`config.mk`:
```
export PLATFORM = sky130hd
export DESIGN_NAME = dmx_demux
export DESIGN_NICKNAME = d
export VERILOG_FILES = /design/src/rtl/dmx_pkg.sv /design/src/rtl/dmx_chan_mem.sv /design/src/rtl/dmx_demux.sv /design/src/rtl/dmx_selftest.sv
export VERILOG_INCLUDE_DIRS = /design/src /design/src/rtl
export SDC_FILE = /design/constraint.sdc
export NUM_CORES = 1
export LEC_CHECK = 0
export ABC_AREA = 1
export BUFFER_PORTS_ARGS = -buffer_cell sky130_fd_sc_hd__buf_2
export CORE_ASPECT_RATIO = 0.5
export CORE_MARGIN = 2
export CORE_UTILIZATION = 58
export CTS_CLUSTER_SIZE = 10
export DETAILED_ROUTE_END_ITERATION = 7
export PLACE_DENSITY = 0.79
export SYNTH_ARGS = -nofsm -noshare
export SYNTH_HDL_FRONTEND = slang
export SYNTH_HIERARCHICAL = 1
export SYNTH_SLANG_ARGS = --single-unit
export TNS_END_PERCENT = 50
```
`constraint.sdc`:
```
create_clock -name aclk -period 11.7 [get_ports aclk]
set_input_delay 1.17 -clock aclk [delete_from_list [all_inputs] [get_ports aclk]]
set_output_delay 1.17 -clock aclk [all_outputs]
set_load 0.005 [all_outputs]
```
`src/rtl/dmx_cfg.svh`:
```
`ifndef DMX_CFG_SVH
`define DMX_CFG_SVH
// ---------------------------------------------
// Register offsets
// ---------------------------------------------
`define DMX_OFS_CTRL 8'h00
`define DMX_OFS_SYNC 8'h04
`define DMX_OFS_TEST 8'h08
`define DMX_OFS_STAT 8'h0C
`define DMX_OFS_DISP 8'h10
// ---------------------------------------------
// Field positions
// ---------------------------------------------
`define DMX_C_TEST 0
`define DMX_C_MODE2 1
`define DMX_C_TOL 2
`define DMX_C_CHK_LO 3
`define DMX_C_MISS_LO 5
`define DMX_C_SEL_LO 8
`define DMX_T_P8_LO 0
`define DMX_T_P6_LO 8
// ---------------------------------------------
// Reset values and responses
// ---------------------------------------------
`define DMX_CTRL_RST 12'h008
`define DMX_SYNC_RST 16'h0000
`define DMX_TEST_RST 14'h0000
`define DMX_LAMP_RST 3'h1
`define DMX_RESP_OK 2'h0
`define DMX_RESP_ERR 2'h2
// ---------------------------------------------
// Counts and channel map
// ---------------------------------------------
`define DMX_N_BITS_M1 5'h1C
`define DMX_N_BITS_M2 5'h10
`define DMX_N_CHAN 12
`define DMX_CH_IR0 4'h8
`define DMX_SR_LEN 60
`define DMX_LINE_W 56
`define DMX_ST_HALF 2
`define DMX_ST_ON 2048
`define DMX_ST_OFF 512
`endif

```
`src/rtl/dmx_pkg.sv`:
```
package dmx_pkg;
	// Sync gating states
	typedef enum logic [1:0] {DMX_SEARCH, DMX_CHECK, DMX_LOCK} dmx_sync_e;
	// One sample of the demodulator link
	typedef struct packed {
		logic clk28;
		logic clk14;
		logic x;
		logic y;
	} dmx_link_s;
	// Equivalence gates and a count of the bits that disagree
	function automatic logic [4:0] dmx_miss_count(input logic [15:0] seen,
		input logic [15:0] want);
		logic [15:0] eq;
		logic [4:0] n;
		eq = ~(seen ^ want);
		n = 5'h00;
		for (int i = 0; i < 16; i++) begin
			n = n + {4'h0, ~eq[i]};
		end
		return n;
	endfunction : dmx_miss_count
endpackage : dmx_pkg

```
`src/rtl/dmx_chan_mem.sv`:
```
`timescale 1ns/1ps
`include "dmx_cfg.svh"
module dmx_chan_mem #(
	parameter int WIDTH = 8,
	parameter int DEPTH = `DMX_N_CHAN,
	parameter int AW = 4
) (
	input wire logic aclk,
	input wire logic aresetn,
	input wire logic we,
	input wire logic [AW-1:0] waddr,
	input wire logic [WIDTH-1:0] wdata,
	input wire logic [AW-1:0] raddr,
	output logic [WIDTH-1:0] rdata
);
	logic [WIDTH-1:0] mem [DEPTH];
	wire w_in = waddr < AW'(DEPTH);
	wire r_in = raddr < AW'(DEPTH);
	// Latest word of each channel; out of range reads give zero
	always_ff @(posedge aclk) begin
		if (!aresetn) begin
			for (int i = 0; i < DEPTH; i++) mem[i] <= '0;
			rdata <= '0;
		end else begin
			if (we && w_in) mem[waddr] <= wdata;
			rdata <= r_in ? mem[raddr] : '0;
		end
	end
endmodule : dmx_chan_mem

```
`src/rtl/dmx_demux.sv`:
```
// Implementation choices: the register addresses and the AXI4-Lite interface to the registers.
`timescale 1ns/1ps
`include "dmx_cfg.svh"
module dmx_demux import dmx_pkg::*; #(
	parameter int SR_LEN = `DMX_SR_LEN,
	parameter int LINE_W = `DMX_LINE_W,
	parameter int ST_HALF = `DMX_ST_HALF,
	parameter int ST_ON = `DMX_ST_ON,
	parameter int ST_OFF = `DMX_ST_OFF
) (
	input wire logic aclk,
	input wire logic aresetn,
	input wire logic [7:0] s_axi_awaddr,
	input wire logic s_axi_awvalid,
	output logic s_axi_awready,
	input wire logic [31:0] s_axi_wdata,
	input wire logic [3:0] s_axi_wstrb,
	input wire logic s_axi_wvalid,
	output logic s_axi_wready,
	output logic [1:0] s_axi_bresp,
	output logic s_axi_bvalid,
	input wire logic s_axi_bready,
	input wire logic [7:0] s_axi_araddr,
	input wire logic s_axi_arvalid,
	output logic s_axi_arready,
	output logic [31:0] s_axi_rdata,
	output logic [1:0] s_axi_rresp,
	output logic s_axi_rvalid,
	input wire logic s_axi_rready,
	input wire logic demod_clk28,
	input wire logic demod_clk14,
	input wire logic demod_x,
	input wire logic demod_y,
	output logic [47:0] visual_channel_outputs,
	output logic [15:0] infrared_channel_outputs,
	output logic [LINE_W-1:0] line_word,
	output logic [2:0] sync_lamps,
	output logic [7:0] display_leds
);
	// ---------------------------------------------
	// Register bus slave
	// ---------------------------------------------
	logic [7:0] awaddr_q;
	logic [31:0] wdata_q;
	logic [3:0] wstrb_q;
	logic [11:0] ctrl;
	logic [15:0] sync_pat;
	logic [13:0] test_pat;
	logic [31:0] stat_word;
	logic [31:0] rd_data;
	// Address decode for both directions
	wire wa_ctrl = awaddr_q == `DMX_OFS_CTRL;
	wire wa_sync = awaddr_q == `DMX_OFS_SYNC;
	wire wa_test = awaddr_q == `DMX_OFS_TEST;
	wire wr_ok = wa_ctrl || wa_sync || wa_test;
	wire do_wr = !s_axi_awready && !s_axi_wready && !s_axi_bvalid;
	wire ra_ctrl = s_axi_araddr == `DMX_OFS_CTRL;
	wire ra_sync = s_axi_araddr == `DMX_OFS_SYNC;
	wire ra_test = s_axi_araddr == `DMX_OFS_TEST;
	wire ra_stat = s_axi_araddr == `DMX_OFS_STAT;
	wire ra_disp = s_axi_araddr == `DMX_OFS_DISP;
	wire rd_ok = ra_ctrl || ra_sync || ra_test || ra_stat || ra_disp;
	// Byte-lane merge into the addressed word; reserved bits stay zero
	wire [31:0] wr_cur = wa_ctrl ? {20'h0_0000, ctrl} :
		wa_sync ? {16'h0000, sync_pat} : {18'h0_0000, test_pat};
	logic [31:0] wr_new;
	always_comb begin
		wr_new = wr_cur;
		for (int i = 0; i < 4; i++) begin
			if (wstrb_q[i]) wr_new[i*8 +: 8] = wdata_q[i*8 +: 8];
		end
	end
	assign rd_data = ra_ctrl ? {20'h0_0000, ctrl} :
		ra_sync ? {16'h0000, sync_pat} :
		ra_test ? {18'h0_0000, test_pat} :
		ra_stat ? stat_word :
		ra_disp ? {24'h00_0000, display_leds} : 32'h0000_0000;
	// Address and data are held separately so either may come first
	always_ff @(posedge aclk) begin
		if (!aresetn) begin
			s_axi_awready <= 1'b1;
			s_axi_wready <= 1'b1;
			s_axi_bvalid <= 1'b0;
			s_axi_bresp <= `DMX_RESP_OK;
			awaddr_q <= 8'h00;
			wdata_q <= 32'h0000_0000;
			wstrb_q <= 4'h0;
		end else begin
			if (s_axi_awvalid && s_axi_awready) begin
				awaddr_q <= s_axi_awaddr;
				s_axi_awready <= 1'b0;
			end
			if (s_axi_wvalid && s_axi_wready) begin
				wdata_q <= s_axi_wdata;
				wstrb_q <= s_axi_wstrb;
				s_axi_wready <= 1'b0;
			end
			if (do_wr) begin
				s_axi_bvalid <= 1'b1;
				s_axi_bresp <= wr_ok ? `DMX_RESP_OK : `DMX_RESP_ERR;
				s_axi_awready <= 1'b1;
				s_axi_wready <= 1'b1;
			end else if (s_axi_bvalid && s_axi_bready) begin
				s_axi_bvalid <= 1'b0;
			end
		end
	end
	// Writable registers
	always_ff @(posedge aclk) begin
		if (!aresetn) begin
			ctrl <= `DMX_CTRL_RST;
			sync_pat <= `DMX_SYNC_RST;
			test_pat <= `DMX_TEST_RST;
		end else if (do_wr) begin
			if (wa_ctrl) ctrl <= wr_new[11:0];
			if (wa_sync) sync_pat <= wr_new[15:0];
			if (wa_test) test_pat <= wr_new[13:0];
		end
	end
	// Read channel answers one cycle after the address is taken
	always_ff @(posedge aclk) begin
		if (!aresetn) begin
			s_axi_arready <= 1'b1;
			s_axi_rvalid <= 1'b0;
			s_axi_rdata <= 32'h0000_0000;
			s_axi_rresp <= `DMX_RESP_OK;
		end else if (s_axi_arvalid && s_axi_arready) begin
			s_axi_arready <= 1'b0;
			s_axi_rvalid <= 1'b1;
			s_axi_rdata <= rd_data;
			s_axi_rresp <= rd_ok ? `DMX_RESP_OK : `DMX_RESP_ERR;
		end else if (s_axi_rvalid && s_axi_rready) begin
			s_axi_rvalid <= 1'b0;
			s_axi_arready <= 1'b1;
		end
	end
	// Control fields
	wire test_on = ctrl[`DMX_C_TEST];
	wire mode2 = ctrl[`DMX_C_MODE2];
	wire tol = ctrl[`DMX_C_TOL];
	wire [1:0] chk_n = ctrl[`DMX_C_CHK_LO +: 2];
	wire [1:0] miss_n = ctrl[`DMX_C_MISS_LO +: 2];
	wire [3:0] disp_sel = ctrl[`DMX_C_SEL_LO +: 4];
	// ---------------------------------------------
	// Link input and self-test source
	// ---------------------------------------------
	logic [3:0] s1;
	logic [3:0] s2;
	logic [3:0] s3;
	logic [3:0] lvl;
	dmx_link_s gen_link;
	dmx_link_s live;
	dmx_link_s prev;
	wire [3:0] pins = {demod_clk28, demod_clk14, demod_x, demod_y};
	wire [3:0] agree = ~(s2 ^ s3);
	// Three stages; a change counts only once stages two and three agree
	always_ff @(posedge aclk) begin
		if (!aresetn) begin
			s1 <= 4'h0;
			s2 <= 4'h0;
			s3 <= 4'h0;
			lvl <= 4'h0;
			prev <= '0;
		end else begin
			s1 <= pins;
			s2 <= s1;
			s3 <= s2;
			lvl <= (lvl & ~agree) | (s3 & agree);
			prev <= live;
		end
	end
	dmx_selftest #(
		.HALF(ST_HALF),
		.ON_CNT(ST_ON),
		.OFF_CNT(ST_OFF)
	) dmx_selftest_i (
		.aclk(aclk),
		.aresetn(aresetn),
		.enable(test_on),
		.pat8(test_pat[`DMX_T_P8_LO +: 8]),
		.pat6(test_pat[`DMX_T_P6_LO +: 6]),
		.link(gen_link)
	);
	// Self-test replaces the demodulator at the source mux
	assign live = test_on ? gen_link : dmx_link_s'(lvl);
	wire rise14 = live.clk14 && !prev.clk14;
	wire t28 = live.clk28 && !prev.clk28;
	wire live_x = live.x;
	// ---------------------------------------------
	// Shift storage
	// ---------------------------------------------
	logic [SR_LEN-1:0] x_sr;
	logic [SR_LEN-1:0] y_sr;
	// Low four bits of each chain are the parallel nibble
	always_ff @(posedge aclk) begin
		if (!aresetn) begin
			x_sr <= '0;
			y_sr <= '0;
		end else if (rise14) begin
			x_sr <= {x_sr[SR_LEN-2:0], live.x};
			y_sr <= {y_sr[SR_LEN-2:0], live.y};
		end
	end
	wire [7:0] w8 = {x_sr[3:0], y_sr[3:0]};
	wire [5:0] w6 = {x_sr[2:0], y_sr[2:0]};
	wire [15:0] seen16 = {x_sr[7:0], y_sr[7:0]};
	wire [LINE_W-1:0] line_src = {x_sr[LINE_W/2-1:0], y_sr[LINE_W/2-1:0]};
	// ---------------------------------------------
	// Word and frame counters
	// ---------------------------------------------
	logic flag;
	logic [2:0] c8;
	logic [2:0] c6;
	logic [2:0] wcnt;
	logic [1:0] fcnt;
	logic sync_reset;
	wire end8 = !flag && c8 == 3'h7;
	wire end6 = flag && c6 == 3'h5;
	wire endw = end6 && wcnt == 3'h7;
	wire slot_end = endw && fcnt == 2'h3;
	// Flag steers between the eight-bit slot and the visual words
	always_ff @(posedge aclk) begin
		if (!aresetn || sync_reset) begin
			flag <= 1'b0;
			c8 <= 3'h0;
			c6 <= 3'h0;
			wcnt <= 3'h0;
			fcnt <= 2'h0;
		end else if (t28) begin
			if (!flag) begin
				c8 <= c8 + 3'h1;
				if (end8) flag <= 1'b1;
			end else begin
				c6 <= end6 ? 3'h0 : c6 + 3'h1;
				if (end6) wcnt <= wcnt + 3'h1;
				if (endw) flag <= 1'b0;
				if (endw) fcnt <= fcnt + 2'h1;
			end
		end
	end
	// Half-rate line counters, two bits per count
	logic [4:0] bit_cnt;
	logic [1:0] line_cnt;
	wire [4:0] bit_lim = mode2 ? `DMX_N_BITS_M2 : `DMX_N_BITS_M1;
	wire bit_end = bit_cnt >= bit_lim - 5'h01;
	always_ff @(posedge aclk) begin
		if (!aresetn || sync_reset) begin
			bit_cnt <= 5'h00;
			line_cnt <= 2'h0;
		end else if (rise14) begin
			bit_cnt <= bit_end ? 5'h00 : bit_cnt + 5'h01;
			if (bit_end) line_cnt <= mode2 ? line_cnt + 2'h1 : 2'h0;
		end
	end
	// Line register for the remote stretcher
	always_ff @(posedge aclk) begin
		if (!aresetn) line_word <= '0;
		else if (rise14 && bit_end) line_word <= line_src;
	end
	// ---------------------------------------------
	// Sync detection and gating
	// ---------------------------------------------
	dmx_sync_e state;
	dmx_sync_e next_state;
	logic [1:0] chk_cnt;
	logic [1:0] next_chk;
	logic [1:0] miss_cnt;
	logic [1:0] next_miss;
	logic mode_prev;
	wire [4:0] misses = dmx_miss_count(seen16, sync_pat);
	wire hit = misses <= {4'h0, tol};
	// Gate open always in search, only at the slot otherwise
	wire cmp_en = t28 && (state == DMX_SEARCH || slot_end);
	wire mode_chg = mode2 != mode_prev;
	wire [1:0] chk_need = (chk_n == 2'h0) ? 2'h1 : chk_n;
	wire chk_last = (chk_cnt + 2'h1) >= chk_need;
	assign sync_reset = cmp_en && hit && state == DMX_SEARCH && !mode_chg;
	// Next state of the gating machine
	always_comb begin
		next_state = state;
		next_chk = chk_cnt;
		next_miss = miss_cnt;
		if (mode_chg) begin
			next_state = DMX_SEARCH;
			next_chk = 2'h0;
			next_miss = 2'h0;
		end else if (cmp_en) begin
			case (state)
				DMX_SEARCH: begin
					if (hit) next_state = DMX_CHECK;
					next_chk = 2'h0;
				end
				DMX_CHECK: begin
					if (!hit) next_state = DMX_SEARCH;
					else if (chk_last) next_state = DMX_LOCK;
					else next_chk = chk_cnt + 2'h1;
					next_miss = 2'h0;
				end
				DMX_LOCK: begin
					if (hit) begin
						next_miss = 2'h0;
					end else if (miss_cnt == miss_n) begin
						next_state = DMX_CHECK;
						next_chk = 2'h0;
						next_miss = 2'h0;
					end else begin
						next_miss = miss_cnt + 2'h1;
					end
				end
				default: next_state = DMX_SEARCH;
			endcase
		end
	end
	// State, counts and lamps; lamps follow the state one to one
	always_ff @(posedge aclk) begin
		if (!aresetn) begin
			state <= DMX_SEARCH;
			chk_cnt <= 2'h0;
			miss_cnt <= 2'h0;
			mode_prev <= 1'b0;
			sync_lamps <= `DMX_LAMP_RST;
		end else begin
			state <= next_state;
			chk_cnt <= next_chk;
			miss_cnt <= next_miss;
			mode_prev <= mode2;
			sync_lamps <= 3'h1 << next_state;
		end
	end
	// ---------------------------------------------
	// Channel outputs and display
	// ---------------------------------------------
	wire cap8 = t28 && end8 && !sync_reset;
	wire cap6 = t28 && end6 && !sync_reset;
	wire mem_we = cap8 || cap6;
	wire [3:0] mem_waddr = cap8 ? `DMX_CH_IR0 + {2'h0, fcnt} : {1'b0, wcnt};
	wire [7:0] mem_wdata = cap8 ? w8 : {2'h0, w6};
	wire [7:0] mem_rdata;
	// Parallel words for the converters; IR slots are frames 0 and 1
	for (genvar g = 0; g < 8; g++) begin : g_vis
		always_ff @(posedge aclk) begin
			if (!aresetn) visual_channel_outputs[g*6 +: 6] <= 6'h00;
			else if (cap6 && wcnt == 3'(g)) visual_channel_outputs[g*6 +: 6] <= w6;
		end
	end
	for (genvar g = 0; g < 2; g++) begin : g_ir
		always_ff @(posedge aclk) begin
			if (!aresetn) infrared_channel_outputs[g*8 +: 8] <= 8'h00;
			else if (cap8 && fcnt == 2'(g)) infrared_channel_outputs[g*8 +: 8] <= w8;
		end
	end
	dmx_chan_mem #(
		.WIDTH(8),
		.DEPTH(`DMX_N_CHAN),
		.AW(4)
	) dmx_chan_mem_i (
		.aclk(aclk),
		.aresetn(aresetn),
		.we(mem_we),
		.waddr(mem_waddr),
		.wdata(mem_wdata),
		.raddr(disp_sel),
		.rdata(mem_rdata)
	);
	// Display adds a cycle so the lamps come from a flop
	always_ff @(posedge aclk) begin
		if (!aresetn) display_leds <= 8'h00;
		else display_leds <= mem_rdata;
	end
	assign stat_word = {16'h0000, line_cnt, bit_cnt, flag, wcnt, fcnt, sync_lamps};
endmodule : dmx_demux

```
`src/rtl/dmx_selftest.sv`:
```
`timescale 1ns/1ps
`include "dmx_cfg.svh"
module dmx_selftest import dmx_pkg::*; #(
	parameter int HALF = `DMX_ST_HALF,
	parameter int ON_CNT = `DMX_ST_ON,
	parameter int OFF_CNT = `DMX_ST_OFF
) (
	input wire logic aclk,
	input wire logic aresetn,
	input wire logic enable,
	input wire logic [7:0] pat8,
	input wire logic [5:0] pat6,
	output dmx_link_s link
);
	logic [7:0] cnt;
	logic [15:0] dcnt;
	logic c28;
	logic c14;
	logic [7:0] rot8;
	logic [5:0] rot6;
	// Bursts then gaps, like the scanner's duty cycle
	wire duty_on = dcnt < 16'(ON_CNT);
	wire duty_end = dcnt == 16'(ON_CNT + OFF_CNT - 1);
	wire tick = duty_on && cnt == 8'(HALF - 1);
	// Data move on the falling half so they are steady at a rise
	wire move = tick && !c28 && c14;
	always_ff @(posedge aclk) begin
		if (!aresetn) begin
			cnt <= 8'h00;
			dcnt <= 16'h0000;
			c28 <= 1'b0;
			c14 <= 1'b0;
			rot8 <= 8'h00;
			rot6 <= 6'h00;
		end else if (!enable) begin
			cnt <= 8'h00;
			dcnt <= 16'h0000;
			c28 <= 1'b0;
			c14 <= 1'b0;
			rot8 <= pat8;
			rot6 <= pat6;
		end else begin
			dcnt <= duty_end ? 16'h0000 : dcnt + 16'h0001;
			if (duty_on) cnt <= tick ? 8'h00 : cnt + 8'h01;
			if (tick) c28 <= ~c28;
			if (tick && !c28) c14 <= ~c14;
			if (move) rot8 <= {rot8[6:0], rot8[7]};
			if (move) rot6 <= {rot6[4:0], rot6[5]};
		end
	end
	// X carries the rotating pat8 bits, Y the pat6 bits; sync, IR and visual words each take bits from both
	assign link = '{clk28: c28, clk14: c14, x: rot8[7], y: rot6[5]};
endmodule : dmx_selftest

```
==> impl_results.md <==
- NumNets Final: 2811
- Synthesized area per cell: 7.92 sq um
- Routability Congestion: 0.943
- Worst-path fanout max: 38
- Worst Reg-to-Reg Cells: 23
- Final period util: 62.6%
- Final wirelength: 52600 microns
- Largest net degree at the start of global routing: 93
- Global-route wire length before repair: 81900 microns
- Post-route insts no fill: 3198
- # IOs: 235
- Hold_buf cts: 0
- Post-CTS Resized: 0
- Final WS setup: 4.37 ns
- Row count: 48
- Final ANT Viol Nets: 0
- Sink Count: 466
- Peak VDD IR: 109 uV
- Reg-to-reg critical path startpoint: y_sr[1]
- Hold Fails Final Rpt: 0
- Seq/Total Area, Yosys: 50.4%
- Drt wl/cell: 16.5 microns
- Delay-heaviest family, CP: adder cells
- FF-to-FF End: dmx_chan_mem_i/mem[5][0]
- Filler instances: 2886
- Power density over cell area: 144 nW/um^2
- Via count: 17600
- Iteration-0 DRC Markers: 1966
- Worst Hold Path Cells: 2
- Dpl cells: 3128
- Area of the mapped netlist: 20400 sq um
- Root buffer cell: clkbuf_16
- Drt drc: 0
- Crit end category: flip-flop
- Slowest CP cell: dfxtp_1
- Worst reg-to-reg setup slack: 4.37 ns
- Leakage: 9.52 nW
- Area Growth Syn to Fin: 11.9%
- Hold Path End: display_leds[1]
- Cell mode on critical path: fa_1
- Clock latency on the worst-skew pair: 0.59 ns
- Fin area: 22800 sq um
- Die Y: 137 microns
- Placed Area: 21400 sq um
- Crit path buf inv count: 4
- Fmax: 137 MHz
- Num CTS Buffers: 52
- #FFs+latches synth: 466
- Post-synthesis cell type count: 49
- Max-slew headroom: 28.9%
- HP Class: flip-flop to flip-flop
- Ranking of synthesized cells by area: dfxtp_1 36%, edfxtp_1 14%, nand2_1 9.0%
- Post-synth ARST share: 0%
- Final setup viols: 0
- Antenna violations before repair: 1
- Vias in the first global route: 15700
- Critical Path AT: 7.57 ns
- Detailed Place HPWL: 35600 microns
- RSZ-0062 raised after global routing: no
- Clock skew: 0.0214 ns
- Pins Over Slew Limit: 0
- Remaining global-route overflow: 0
- Main flop type after synthesis: dfxtp_1
- DR pass1 iterations: 6
- Max incr delay on CP: 0.81 ns
- Mapped Cells: 2576
- CTS tree: built
- Setup repair bufs after CTS: 0
- DIE WIDTH: 269 microns
- WHS: 0.411 ns
- CTS Buffer Depth: 3
- Port bufs: 198
- Pre-CTS WS: 4.52 ns
- Die area: 36800 sq um
- YS warnings: 6
- EDFF count, synth: 96
- Min-delay src: dmx_chan_mem_i/rdata[1]
- Status: finished clean
- Critical path cell sequence: xnor2_1 > fa_1 > fa_1 > fa_1 > inv_1 > fa_1 > ha_1 > fa_1 > nor2_1 > nand2_1 > nor2_1 > nand3_1 > nor2_2 > nand2_1 > buf_4 > nand2_1 > inv_1 > nor2_1 > inv_1 > o211ai_1 > nor2_1 > nand2_2 > nand2_1
- Crit start category: flip-flop
- Critical path origin: y_sr[1]
- Starting Density: 59.0%
- Core Box Area: 34600 sq um
- Yosys top cell area share: 36.3%
- Setup TNS: 0 ns
- Setup CP Type: flip-flop to flip-flop
- H-tree Lvls: 2
- CTS clk-pin slew, worst paths: 0.06 ns
- Cell taking the most area after synthesis: dfxtp_1
- Max Cap Viol: 0
- Vias per cell: 5.50
- Fin crit period: 7.33 ns
- GRT Resource Usage Total: 27.7%
- Ratio of cells with drive above 1 in the final layout: 11.7%
- CP required: 11.94 ns
- Worst slew pin tran: 1.07 ns
metrics by stage:
step                      total power [W]  utilization (%)
after floorplan                   0.00185                -
after global placement            0.00190             61.9
after detailed placement          0.00190             61.9
after CTS                         0.00331             66.0
after global routing              0.00341             66.0
final                             0.00330             66.0
synthesized netlist by cell type, types with 3 or more instances:
cell and count:
buf_6 4, clkbuf_1 75, nand2_1 491, inv_1 269
buf_2 29, nor2_1 371, nor2_4 3, o221ai_1 3
o21ai_0 161, nand3_1 158, mux2i_1 14, dfxtp_1 370
o211ai_1 16, a21oi_1 219, buf_1 17, edfxtp_1 96
nor2_2 9, a31oi_1 3, fa_1 10, nand3_2 5
inv_2 3, xor2_1 11, nor3_1 24, buf_4 27
ha_1 31, nand4_1 39, a211oi_1 54, nand3b_1 5
nand2_4 3, nand2_2 15, xnor2_1 16
cells by family after synthesis:
| kind of cell | synth area share (%) |
|---|---|
| AO/OA/AOI/OAI | 12.3 |
| XOR/XNOR | 1.16 |
| adder cells (fa/ha/maj) | 2.88 |
| buffers and inverters | 8.83 |
| flip-flops | 50.4 |
| multiplexers | 0.686 |
| other | 0.0184 |
| AND/OR/NAND/NOR | 23.7 |
registers in the layout, summed over array words and instances (netlist names), 5 cells and up, named ones only:
signal	count
line_word	56
test_pat	14
y_sr	28
dmx_chan_mem_i/mem	96
dmx_chan_mem_i/rdata	8
sync_pat	16
ctrl	12
wdata_q	16
x_sr	28
display_leds	8
dmx_selftest_i/cnt	8
dmx_selftest_i/dcnt	16
awaddr_q	8
dmx_selftest_i/rot8	8
bit_cnt	5
infrared_channel_outputs	16
s_axi_rdata	16
dmx_selftest_i/rot6	6
visual_channel_outputs	48
worst max-delay path by stage:
stage / slack (ns) / end / cells after the start
2_1_floorplan: 6.06 / dmx_chan_mem_i/mem[11][0] / 24
3_5_place_dp: 4.52 / dmx_chan_mem_i/mem[5][0] / 23
4_1_cts: 4.51 / dmx_chan_mem_i/mem[5][0] / 23
6_report: 4.37 / dmx_chan_mem_i/mem[5][0] / 23
5_1_grt: 3.94 / dmx_chan_mem_i/mem[5][0] / 23
3_3_place_gp: 4.66 / dmx_chan_mem_i/mem[5][1] / 23
worst reg2reg max path, cell delays in order, from the launching register on:
cell	delay [ns]
dfxtp_1	0.81
xnor2_1	0.20
fa_1	0.51
fa_1	0.51
fa_1	0.55
inv_1	0.06
fa_1	0.48
ha_1	0.24
fa_1	0.49
nor2_1	0.04
nand2_1	0.05
nor2_1	0.06
nand3_1	0.09
nor2_2	0.05
nand2_1	0.05
buf_4	0.38
nand2_1	0.33
inv_1	0.66
nor2_1	0.17
inv_1	0.12
o211ai_1	0.14
nor2_1	0.40
nand2_2	0.23
nand2_1	0.34
metal layers:
layer / routed length (microns) / up-vias / track usage [%]
li1: - / 8599 / -
met3: 3850 / 129 / 4.18
met5: 0 / - / 0
met4: 1690 / 0 / 10.2
met1: 22600 / 8194 / 37.8
met2: 24400 / 666 / 45.0
placed cells by master, fill, tap and decap left out, drive strengths merged, types with 18 or more instances in the layout:
| cell type | netlist | routed |
|---|---|---|
| a211oi | 54 | 54 |
| a21oi | 219 | 219 |
| buf | 79 | 214 |
| clkbuf | 75 | 66 |
| conb | 1 | 18 |
| dfxtp | 370 | 370 |
| edfxtp | 96 | 96 |
| ha | 31 | 31 |
| inv | 273 | 275 |
| nand2 | 509 | 509 |
| nand3 | 163 | 163 |
| nand4 | 40 | 40 |
| nor2 | 384 | 384 |
| nor3 | 26 | 26 |
| o21ai | 164 | 164 |
where the power goes:
| part | internal (W) | total, W | switching (W) |
|---|---|---|---|
| Clock | 0.000814 | 0.00143 | 0.000613 |
| Sequential | 0.00168 | 0.00170 | 0.0000230 |
| Combinational | 0.0000499 | 0.000171 | 0.000122 |
layout make-up:
| class | instances | area (sq um) | share of cell area [%] |
|---|---|---|---|
| multi-input cells | 1698 | 8390 | 36.7 |
| well taps | 475 | 594 | 2.60 |
| flip-flops and latches | 466 | 10300 | 45.0 |
| clock buffers | 66 | 1380 | 6.02 |
| clock inverters | 3 | 45.0 | 0.197 |
| diodes | 1 | 2.50 | 0.0110 |
| repair buffers | 214 | 1110 | 4.87 |
| inverters | 275 | 1040 | 4.54 |
Note: power is estimated with default switching activity, not from simulation.
